===== config.mk =====
export PLATFORM = sky130hd
export DESIGN_NAME = ulm_line_modem_ctrl
export DESIGN_NICKNAME = d
export VERILOG_FILES = /design/src/core/ulm_pkg.sv /design/src/core/ulm_line_modem_ctrl.sv
export SDC_FILE = /design/constraint.sdc
export NUM_CORES = 1
export LEC_CHECK = 0
export ABC_AREA = 0
export BUFFER_PORTS_ARGS = -buffer_cell sky130_fd_sc_hd__buf_2
export CAP_MARGIN = 10
export CORE_AREA = 2 2 131 133
export DETAILED_ROUTE_END_ITERATION = 8
export DIE_AREA = 0 0 133 135
export PLACE_DENSITY = 0.85
export SYNTH_ARGS = -nofsm -noshare
export SYNTH_HDL_FRONTEND = slang
export SYNTH_SLANG_ARGS = --single-unit

===== constraint.sdc =====
create_clock -name i_clock -period 4.9 [get_ports i_clock]
set_input_delay 0.98 -clock i_clock [delete_from_list [all_inputs] [get_ports i_clock]]
set_output_delay 0.98 -clock i_clock [all_outputs]
set_load 0.02 [all_outputs]

===== src/core/ulm_pkg.sv =====
// constants and types shared by the line, modem and status block
package ulm_pkg;
   // register byte offsets on the axi4-lite slave
   localparam logic [7:0] ADDR_DATA        = 8'h00;
   localparam logic [7:0] ADDR_DIV_HIGH    = 8'h04;
   localparam logic [7:0] ADDR_ENHANCED    = 8'h08;
   localparam logic [7:0] ADDR_LINE_FORMAT = 8'h0C;
   localparam logic [7:0] ADDR_MODEM_OUT   = 8'h10;
   localparam logic [7:0] ADDR_LINE_STATUS = 8'h14;
   // line_format_control fields
   localparam int LF_STOP     = 2;
   localparam int LF_PAR_EN   = 3;
   localparam int LF_EVEN     = 4;
   localparam int LF_FORCE    = 5;
   localparam int LF_BREAK    = 6;
   localparam int LF_DIV_SEL  = 7;
   // modem_output_control fields
   localparam int MC_TERM     = 0;
   localparam int MC_RTS      = 1;
   localparam int MC_RX_POL   = 2;
   localparam int MC_USER_TWO = 3;
   localparam int MC_LOOP     = 4;
   localparam int MC_XON_ANY  = 5;
   localparam int MC_IR       = 6;
   localparam int MC_PRESC    = 7;
   // enhanced_feature_control field
   localparam int EF_ENABLE   = 4;
   // reset values
   localparam logic [7:0]  LF_RESET  = 8'h00;
   localparam logic [7:0]  MC_RESET  = 8'h00;
   localparam logic [7:0]  EF_RESET  = 8'h00;
   localparam logic [15:0] DIV_RESET = 16'h0001;
   // timing counts, in oversampling ticks; PRESC_LAST in enabled clock cycles
   localparam logic [7:0]  STOP_ONE      = 8'h10;
   localparam logic [7:0]  STOP_ONE_HALF = 8'h18;
   localparam logic [7:0]  STOP_TWO      = 8'h20;
   localparam logic [3:0]  HALF_BIT      = 4'h7;
   localparam logic [3:0]  LAST_TICK     = 4'hF;
   localparam logic [3:0]  IR_PULSE      = 4'h3;
   localparam logic [1:0]  PRESC_LAST    = 2'h3;
   // axi responses
   localparam logic [1:0]  RESP_OKAY   = 2'h0;
   localparam logic [1:0]  RESP_SLVERR = 2'h2;
   // receiver states, gray along idle-start-bits-wait
   typedef enum logic [1:0] {
      RX_IDLE  = 2'h0,
      RX_START = 2'h1,
      RX_BITS  = 2'h3,
      RX_WAIT  = 2'h2
   } ulm_rx_e;
endpackage : ulm_pkg


===== src/core/ulm_line_modem_ctrl.sv =====
// line format, modem control and line status of one serial channel
//
// Contract
// - two format bits pick 5..8 data bits
// - stop bit: one, or 1.5/2 when set
// - parity enable adds and checks parity
// - even-select clear odd, set even
// - forced parity: high if even clear
// - break bit holds transmit line low
// - divisor bit steers data to divisor latch
// - terminal-ready bit drives its pin low
// - request bit drives pin low, auto overrides
// - infrared receive polarity picks idle level
// - loopback: polarity bit shows as ring
// - user output two drives multifunction pin
// - loopback bit selects local loopback
// - resume-on-any restarts transmitter per character
// - infrared mode routes line, idles low
// - prescaler divides baud clock by four
// - enhanced bits need enhanced enable set
// - data ready while character held
// - overrun when holding full, drop character
// - parity/framing flags describe held character
// - break on full low frame, once
// - holding empty on handoff, clear on write
// - error flags raise line status interrupt
// - line status read clears that interrupt
//
// Implementation choices: the AXI4-Lite interface to the registers and the register offsets.
`timescale 1ns/1ps
module ulm_line_modem_ctrl
   import ulm_pkg::*;
(
   // clock, reset, enable
   input  wire logic        i_clock,
   input  wire logic        i_rstn,
   input  wire logic        i_clock_en,
   // axi4-lite write channels
   input  wire logic        i_awvalid,
   output      logic        o_awready,
   input  wire logic [7:0]  i_awaddr,
   input  wire logic        i_wvalid,
   output      logic        o_wready,
   input  wire logic [31:0] i_wdata,
   input  wire logic [3:0]  i_wstrb,
   output      logic        o_bvalid,
   input  wire logic        i_bready,
   output      logic [1:0]  o_bresp,
   // axi4-lite read channels
   input  wire logic        i_arvalid,
   output      logic        o_arready,
   input  wire logic [7:0]  i_araddr,
   output      logic        o_rvalid,
   input  wire logic        i_rready,
   output      logic [31:0] o_rdata,
   output      logic [1:0]  o_rresp,
   // serial line
   input  wire logic        i_rx,
   output      logic        o_tx,
   // modem pins
   output      logic        o_terminal_ready_n,
   output      logic        o_request_to_send_n,
   output      logic        o_multifunction_pin_n,
   input  wire logic        i_ring_indicator_n,
   output      logic        o_ring_status,
   // links to neighbouring blocks
   input  wire logic        i_auto_rts_enable,
   input  wire logic        i_auto_rts_n,
   input  wire logic        i_mf_select_user,
   input  wire logic        i_sw_flow_enable,
   input  wire logic [7:0]  i_xon_char,
   input  wire logic [7:0]  i_xoff_char,
   output      logic        o_tx_resume,
   output      logic        o_line_status_irq
);

   // whole block state, registered in one place
   typedef struct packed {
      logic [7:0]  line_format;   // format, break, divisor select
      logic [7:0]  modem_output;  // modem and mode bits
      logic [7:0]  enhanced;      // enhanced enable
      logic [15:0] divisor;       // baud divisor latch
      logic [1:0]  pre_cnt;       // divide-by-four prescaler
      logic [15:0] div_cnt;       // baud divider
      logic [7:0]  transmit_holding;           // transmit holding
      logic        thr_full;      // holding has a byte
      logic        tx_busy;       // shifter active
      logic [11:0] tx_frame;      // start, data, parity, stops
      logic [7:0]  tx_ticks;      // ticks into the frame
      logic [7:0]  tx_total;      // frame length in ticks
      ulm_rx_e     rx_state;      // receiver state
      logic [3:0]  rx_sub;        // tick within a bit
      logic [3:0]  rx_idx;        // bit being sampled
      logic [9:0]  rx_bits;       // sampled bits
      logic [7:0]  receive_holding;           // receive holding
      logic        rx_ready;      // character held
      logic        perr;          // parity tag
      logic        ferr;          // framing tag
      logic        brk;           // break tag
      logic        overrun;       // sticky overrun
      logic        awready;       // write address and data ready
      logic        bvalid;        // write response valid
      logic [1:0]  bresp;         // write response code
      logic        arready;       // read address ready
      logic        rvalid;        // read data valid
      logic [31:0] rdata;         // read data
      logic [1:0]  rresp;         // read response code
      logic        tx;            // serial out
      logic        term_n;        // terminal ready pin
      logic        rts_n;         // request to send pin
      logic        mf_n;          // multifunction pin
      logic        ring;          // ring status
      logic        resume;        // one-cycle resume pulse
      logic        irq;           // line status pending
   } ulm_state_s;

   ulm_state_s r;       // current state
   ulm_state_s next_r;  // next state

   // decoded helpers, all set in the combinational process
   logic       enh, loop, ir, presc, pre_ok, tick, dsel, par_en;
   logic       tx_bit, line_in, wr_go, rd_go, lsr_read;
   logic       rx_done, rx_break, rx_perr, rx_ferr, err_event;
   logic [3:0] nbits, last;
   logic [7:0] mask, rx_data, lsr_val, stop_ticks;
   logic [11:0] frame;

   // parity bit for a character under the current format
   function automatic logic par_bit(input logic [7:0] d,
                                    input logic [7:0] m,
                                    input logic [7:0] lf);
      logic x;
      x = ^(d & m);
      if (lf[LF_FORCE])
         par_bit = !lf[LF_EVEN];
      else
         par_bit = lf[LF_EVEN] ? x : !x;
   endfunction : par_bit

   // all next-state logic
   always_comb begin
      next_r    = r;
      next_r.resume = 1'b0;
      lsr_read  = 1'b0;
      rx_done   = 1'b0;
      rx_break  = 1'b0;
      rx_perr   = 1'b0;
      rx_ferr   = 1'b0;
      err_event = 1'b0;
      rx_data   = 8'h00;
      // infrared, prescaler and resume-any bits only live with enhanced enable set
      enh   = r.enhanced[EF_ENABLE];
      loop  = r.modem_output[MC_LOOP];
      ir    = enh && r.modem_output[MC_IR];
      presc = enh && r.modem_output[MC_PRESC];
      dsel  = r.line_format[LF_DIV_SEL];
      par_en = r.line_format[LF_PAR_EN];
      nbits = 4'h5 + {2'h0, r.line_format[1:0]};
      mask  = 8'hFF >> (2'h3 - r.line_format[1:0]);
      last  = nbits + {3'h0, par_en};
      // stop length depends on the data length
      if (!r.line_format[LF_STOP])
         stop_ticks = STOP_ONE;
      else if (r.line_format[1:0] == 2'h0)
         stop_ticks = STOP_ONE_HALF;
      else
         stop_ticks = STOP_TWO;
      // baud tick, prescaled by four when asked
      pre_ok = !presc || (r.pre_cnt == PRESC_LAST);
      tick   = i_clock_en && pre_ok &&
               (r.div_cnt == r.divisor - 16'h0001);
      next_r.pre_cnt = r.pre_cnt + 2'h1;
      if (pre_ok) begin
         next_r.div_cnt = tick ? 16'h0000 : r.div_cnt + 16'h0001;
      end
      // frame image: start low, data, parity, stops high
      frame = 12'hFFF;
      frame[0] = 1'b0;
      for (int i = 0; i < 8; i++) begin
         if (i < int'(nbits))
            frame[i + 1] = r.transmit_holding[i];
      end
      if (par_en)
         frame[nbits + 4'h1] = par_bit(r.transmit_holding, mask, r.line_format);
      // transmitter: take holding byte, then walk the frame
      tx_bit = r.tx_busy ? r.tx_frame[r.tx_ticks[7:4]] : 1'b1;
      if (!r.tx_busy && r.thr_full) begin
         next_r.tx_busy  = 1'b1;
         next_r.tx_frame = frame;
         next_r.tx_ticks = 8'h00;
         next_r.tx_total = {last + 4'h1, 4'h0} + stop_ticks;
         next_r.thr_full = 1'b0;
      end else if (r.tx_busy && tick) begin
         if (r.tx_ticks == r.tx_total - 8'h01)
            next_r.tx_busy = 1'b0;
         else
            next_r.tx_ticks = r.tx_ticks + 8'h01;
      end
      // serial out: break beats everything
      if (r.line_format[LF_BREAK])
         next_r.tx = 1'b0;
      else if (loop)
         next_r.tx = !ir;
      else if (ir)
         next_r.tx = r.tx_busy && !tx_bit &&
                     (r.tx_ticks[3:0] < IR_PULSE);
      else
         next_r.tx = tx_bit;
      // modem output pins parked inactive in loopback; ring status takes the polarity bit
      next_r.term_n = loop || !r.modem_output[MC_TERM];
      if (loop)
         next_r.rts_n = 1'b1;
      else if (i_auto_rts_enable)
         next_r.rts_n = i_auto_rts_n;
      else
         next_r.rts_n = !r.modem_output[MC_RTS];
      next_r.mf_n = loop || !i_mf_select_user ||
                    !r.modem_output[MC_USER_TWO];
      next_r.ring = loop ? r.modem_output[MC_RX_POL]
                         : !i_ring_indicator_n;
      // line status image
      lsr_val = {r.perr || r.ferr || r.brk,
                 !r.thr_full && !r.tx_busy, !r.thr_full,
                 r.brk, r.ferr, r.perr, r.overrun, r.rx_ready};
      // write path: address and data taken together
      next_r.awready = !r.awready && !r.bvalid &&
                       i_awvalid && i_wvalid;
      wr_go = r.awready && i_awvalid && i_wvalid;
      if (r.bvalid && i_bready)
         next_r.bvalid = 1'b0;
      if (wr_go) begin
         next_r.bvalid = 1'b1;
         next_r.bresp  = RESP_OKAY;
         case (i_awaddr)
            ADDR_DATA: begin
               if (!i_wstrb[0]) begin
                  // no low lane, nothing stored
               end else if (dsel) begin
                  next_r.divisor[7:0] = i_wdata[7:0];
               end else begin
                  next_r.transmit_holding      = i_wdata[7:0];
                  next_r.thr_full = 1'b1;
               end
            end
            ADDR_DIV_HIGH: begin
               if (!dsel)
                  next_r.bresp = RESP_SLVERR;
               else if (i_wstrb[0])
                  next_r.divisor[15:8] = i_wdata[7:0];
            end
            ADDR_ENHANCED: begin
               if (i_wstrb[0])
                  next_r.enhanced = i_wdata[7:0];
            end
            ADDR_LINE_FORMAT: begin
               if (i_wstrb[0])
                  next_r.line_format = i_wdata[7:0];
            end
            ADDR_MODEM_OUT: begin
               if (i_wstrb[0])
                  next_r.modem_output = i_wdata[7:0];
            end
            ADDR_LINE_STATUS: begin
               // read only, write ignored
            end
            default: next_r.bresp = RESP_SLVERR;
         endcase
      end
      // read path, one cycle after arready
      next_r.arready = !r.arready && !r.rvalid && i_arvalid;
      rd_go = r.arready && i_arvalid;
      if (r.rvalid && i_rready)
         next_r.rvalid = 1'b0;
      if (rd_go) begin
         next_r.rvalid = 1'b1;
         next_r.rresp  = RESP_OKAY;
         next_r.rdata  = 32'h0000_0000;
         case (i_araddr)
            ADDR_DATA: begin
               if (dsel) begin
                  next_r.rdata[7:0] = r.divisor[7:0];
               end else begin
                  next_r.rdata[7:0] = r.receive_holding;
                  next_r.rx_ready   = 1'b0;
                  next_r.perr       = 1'b0;
                  next_r.ferr       = 1'b0;
                  next_r.brk        = 1'b0;
               end
            end
            ADDR_DIV_HIGH: begin
               if (dsel)
                  next_r.rdata[7:0] = r.divisor[15:8];
               else
                  next_r.rresp = RESP_SLVERR;
            end
            ADDR_ENHANCED:    next_r.rdata[7:0] = r.enhanced;
            ADDR_LINE_FORMAT: next_r.rdata[7:0] = r.line_format;
            ADDR_MODEM_OUT:   next_r.rdata[7:0] = r.modem_output;
            ADDR_LINE_STATUS: begin
               next_r.rdata[7:0] = lsr_val;
               lsr_read       = 1'b1;
               next_r.overrun = 1'b0;
               next_r.irq     = 1'b0;
            end
            default: next_r.rresp = RESP_SLVERR;
         endcase
      end
      // receive line: loopback, infrared or pin
      if (loop)
         line_in = tx_bit;
      else if (ir)
         line_in = r.modem_output[MC_RX_POL] ? i_rx : !i_rx;
      else
         line_in = i_rx;
      // receiver, sampled mid-bit on the tick
      case (r.rx_state)
         RX_IDLE: begin
            if (tick && !line_in) begin
               next_r.rx_state = RX_START;
               next_r.rx_sub   = 4'h0;
            end
         end
         RX_START: begin
            if (tick && r.rx_sub == HALF_BIT) begin
               // a glitch shorter than half a bit is ignored
               next_r.rx_state = line_in ? RX_IDLE : RX_BITS;
               next_r.rx_sub   = 4'h0;
               next_r.rx_idx   = 4'h0;
               next_r.rx_bits  = 10'h000;
            end else if (tick) begin
               next_r.rx_sub = r.rx_sub + 4'h1;
            end
         end
         RX_BITS: begin
            if (tick) begin
               next_r.rx_sub = r.rx_sub + 4'h1;
               if (r.rx_sub == LAST_TICK) begin
                  next_r.rx_bits[r.rx_idx] = line_in;
                  next_r.rx_idx = r.rx_idx + 4'h1;
                  rx_done = (r.rx_idx == last);
               end
            end
         end
         RX_WAIT: begin
            if (line_in)
               next_r.rx_state = RX_IDLE;
         end
         default: next_r.rx_state = RX_IDLE;
      endcase
      // character complete: classify and store
      if (rx_done) begin
         rx_data  = next_r.rx_bits[7:0] & mask;
         rx_break = (next_r.rx_bits == 10'h000);
         rx_perr  = par_en && (next_r.rx_bits[nbits] !=
                    par_bit(rx_data, mask, r.line_format));
         rx_ferr  = !next_r.rx_bits[last];
         // after a break wait for mark so only one is stored
         next_r.rx_state = rx_break ? RX_WAIT : RX_IDLE;
         next_r.resume   = enh && r.modem_output[MC_XON_ANY];
         if (next_r.rx_ready) begin
            next_r.overrun = 1'b1;
            err_event      = 1'b1;
         end else if (!(i_sw_flow_enable &&
                        (rx_data == i_xon_char ||
                         rx_data == i_xoff_char))) begin
            next_r.receive_holding      = rx_data;
            next_r.rx_ready = 1'b1;
            next_r.perr     = rx_perr;
            next_r.ferr     = rx_ferr;
            next_r.brk      = rx_break;
            err_event       = rx_perr || rx_ferr || rx_break;
         end
      end
      // a new error beats a clearing read
      if (err_event)
         next_r.irq = 1'b1;
   end

   // state register, frozen while the enable is low
   always_ff @(posedge i_clock or negedge i_rstn) begin
      if (!i_rstn) begin
         r              <= '0;
         r.line_format  <= LF_RESET;
         r.modem_output <= MC_RESET;
         r.enhanced     <= EF_RESET;
         r.divisor      <= DIV_RESET;
         r.tx           <= 1'b1;
         r.term_n       <= 1'b1;
         r.rts_n        <= 1'b1;
         r.mf_n         <= 1'b1;
      end else if (i_clock_en) begin
         r <= next_r;
      end
   end

   // outputs straight from the state register
   assign o_awready             = r.awready;
   assign o_wready              = r.awready;
   assign o_bvalid              = r.bvalid;
   assign o_bresp               = r.bresp;
   assign o_arready             = r.arready;
   assign o_rvalid              = r.rvalid;
   assign o_rdata               = r.rdata;
   assign o_rresp               = r.rresp;
   assign o_tx                  = r.tx;
   assign o_terminal_ready_n    = r.term_n;
   assign o_request_to_send_n   = r.rts_n;
   assign o_multifunction_pin_n = r.mf_n;
   assign o_ring_status         = r.ring;
   assign o_tx_resume           = r.resume;
   assign o_line_status_irq     = r.irq;
endmodule : ulm_line_modem_ctrl


==> flow_metrics.tcl <==
set metrics [dict create \
    design.die.area_mm2 0.0180 \
    core_mm2 0.0164 \
    synthTopCellsByArea "dfrtp_1 (37%), mux2_2 (6.0%), nand2_1 (4.1%)" \
    switching_share_pct 26.4 \
    p_switching_uw 798 \
    end_kind "flop" \
    clk_path_buf_depth 2 \
    num_rows 47 \
    portBuffers 76 \
    pwr-share-comb_pct 11.3 \
    rr_endpoint "lsr_val[3]" \
    die_width_um 133 \
    finalPower_mw 3.03 \
    internal_power_mw 2.23 \
    clkTransAtPathRegs_ps 60 \
    place_congestion 1.00 \
    wl_per_cell_um 19.5 \
    worstMarginPinSlew_ps 784 \
    ant_nets 0 \
    synth_top_cell_area_share_pct 37.3 \
    setup_viol 0 \
    layout.nets 1201 \
    worstSetupStartpoint "r[136]" \
    fillers 1251 \
    htreeDepth 4 \
    rr_worst_depth 16 \
    clkPwrFrac_pct 44.5 \
    start_kind "flop" \
    relSlewSlack_pct 47.5 \
    fin_setup_tns_ps 0 \
    r2r_start "r[136]" \
    cts_buffers 17 \
    track_usage_pct 29.6 \
    drc 0 \
    ys_ff_latch 147 \
    fin_util_pct 65.0 \
    grt_max_degree 63 \
    worst-setup-path-type "reg2reg" \
    drt_pre_antenna_iters 6 \
    fmax_ghz 0.218 \
    syn_inst 1023 \
    min_period_ps 4580 \
    postSynthAreaPerCell_um2 9.32 \
    power.density_mw_per_mm2 284 \
    via_per_inst 6.26 \
    die_h_um 135 \
    cp-endpoint "lsr_val[3]" \
    hold_depth 2 \
    clkSinkCount 147 \
    status "complete, no violations" \
    cp.required_ps 5210 \
    finalCritPeriodShare_pct 93.6 \
    gr-total-overflow 0 \
    grt.busiest_layer "met2" \
    rsz0062_at_grt "no" \
    grt_pass1_wl_um 41500 \
    cts_tree "done" \
    setup_ws_ps 315 \
    yosys.area.top_type "dfrtp_1" \
    hp-start "r[103]" \
    start_util_pct 58.1 \
    ir_drop_uv 235 \
    dp_slack_ps 219 \
    use_met1_pct 38.7 \
    drt-total-wl_um 25800 \
    clockRootBuffer "clkbuf_16" \
    crit_fanout 16 \
    ys_dominant_reg_cell "dfrtp_1" \
    drv_cap 0 \
    clk_latency_ps 430 \
    ys_seq_area_share_pct 38.6 \
    cp_data_arrival_time_ps 4900 \
    yosys_warnings 0 \
    areaGrowthSynthToFinish_pct 11.8 \
    seqPwrFrac_pct 44.2 \
    dr_total_vias 8306 \
    r2r_slack_ps 320 \
    antenna_found_initial 0 \
    met2_usage_pct 49.4 \
    finalHoldViolations 0 \
    ioPinCount 130 \
    drive_gt1_share_pct 20.7 \
    dp_hpwl_um 18800 \
    n_antenna_cell 0 \
    min_path_type "reg2reg" \
    netlist_area_mm2 0.00954 \
    synth_cell_types 93 \
    async_flop_share_pct 100 \
    grt_pass1_vias 8000 \
    slew_violations 0 \
    synth_edf_count 0 \
    use_met3_pct 5.89 \
    drt_iter0_markers 869 \
    leakagePower_nw 4.88 \
    clock_skew_ps 6.01 \
]
## placed cells by master, fill, tap and decap left out, drive strengths merged, types with 7 or more instances in the layout
cell type / synthesis / routed
dfrtp: 142 / 142
buf: 53 / 109
nand2: 104 / 104
nor2: 93 / 93
o21ai: 64 / 64
mux2: 54 / 54
xnor2: 40 / 40
inv: 39 / 40
nand3: 37 / 37
a21oi: 30 / 30
xor2: 27 / 27
conb: 1 / 26
ha: 24 / 24
nor3: 21 / 21
a31oi: 19 / 19
clkbuf: 30 / 19
nand4: 17 / 17
nand2b: 15 / 15
mux2i: 14 / 14
and3: 14 / 14
nor4: 14 / 14
a221oi: 12 / 12
o211ai: 11 / 11
nor2b: 11 / 11
and2: 11 / 11
a22o: 9 / 9
nand3b: 8 / 8
clkinv: 1 / 8
a21o: 7 / 7
or3: 7 / 7
## how the worst min path moves through the flow
stage | to | slack, ps
detailed placement | r[134] | 470
CTS | r[134] | 480
floorplan | o_terminal_ready_n | 420
global placement | r[103] | 460
finish | r[103] | 480
global route | o_terminal_ready_n | 510
## worst max-delay path: stages, from the launching register on
cell	delay, ps
dfstp_2	610
inv_1	80
ha_1	320
o21bai_1	240
a311oi_1	290
a31oi_1	110
a22oi_2	240
nand4b_2	220
buf_4	240
or4_1	520
nor2b_4	170
xor2_1	160
o2111a_1	160
a22oi_2	280
and3_2	450
o21ai_2	120
a22o_1	260
## power by group through the flow
stage	clock, mW	sequential (mW)	combinational (mW)
floorplan	0	1.34	0.273
global placement	0	1.35	0.328
detailed placement	0	1.36	0.341
CTS	1.36	1.34	0.342
global route	1.41	1.35	0.377
finish	1.35	1.34	0.343
## cells in the mapped netlist (all sizes together), types with 5 or more instances
cell    count
nand2     104
dfrtp     142
mux2       54
nor4       14
a21oi      30
a21o        7
a31oi      19
o21ai      64
and3       14
nand4      17
nand3b      8
nand3      37
and2       11
buf        53
o21a        5
nor3       21
a221oi     12
inv        39
nand2b     15
xnor2      40
nor2b      11
o211ai     11
nor2       93
ha         24
mux2i      14
dfstp       5
clkbuf     30
or4         5
a211oi      5
xor2       27
a22o        9
or3         7
## routing by layer
layer,part of all wire (%),vias to the layer above,routed length [um]
met1,42,4057,10700
met3,7.7,85,1990
met5,0,-,0
met4,3.2,0,819
li1,-,3751,-
met2,48,413,12300
## cell type report
class,instances,area (um2),area share [%]
multi-input cells,778,5310,49.8
flip-flops and latches,147,3680,34.6
repair buffers,109,634,5.95
clock buffers,19,453,4.25
well taps,220,275,2.58
clock inverters,13,156,1.47
inverters,40,150,1.41
## logic make-up after synthesis
group,Yosys count,share of synthesized area (%)
and+or+nand+nor,374,20.0
AOI/OAI and AO/OA,212,15.7
DFF,147,38.6
buffers and inverters,123,6.78
muxes,71,8.67
xor gates and xnor gates,69,6.64
adders and majority gates,26,3.57
other,1,0.0393
## repair_timing
| item | in CTS | in global routing |
|---|---|---|
| resized for setup | 0 | 2 |
| hold buffers | 0 | 0 |
| setup buffers | 0 | 1 |
| endpoints found under the setup margin | 0 | 8 |
## flip-flops by register name (all words and copies together) (netlist names)
| register | count |
|---|---|
| o_tx | 1 |
| loop | 1 |
| enh | 1 |
| o_bvalid | 1 |
| o_awready | 1 |
| o_bresp | 1 |
| o_multifunction_pin_n | 1 |
| o_request_to_send_n | 1 |
| o_rdata | 8 |
| par_en | 1 |
| dsel | 1 |
| o_tx_resume | 1 |
| o_rresp | 1 |
| o_line_status_irq | 1 |
| o_ring_status | 1 |
| o_arready | 1 |
| o_terminal_ready_n | 1 |
| lsr_val | 5 |
| r | 117 |
| o_rvalid | 1 |
## through the flow
step	hold WS, ps	cell area [um2]	std cells
floorplan	421	9630	1048
global placement	459	10000	1293
detailed placement	470	10000	1293
CTS	484	10600	1325
global route	505	10700	1326
finish	483	10700	1326
Power figures use the tool's default switching activity.
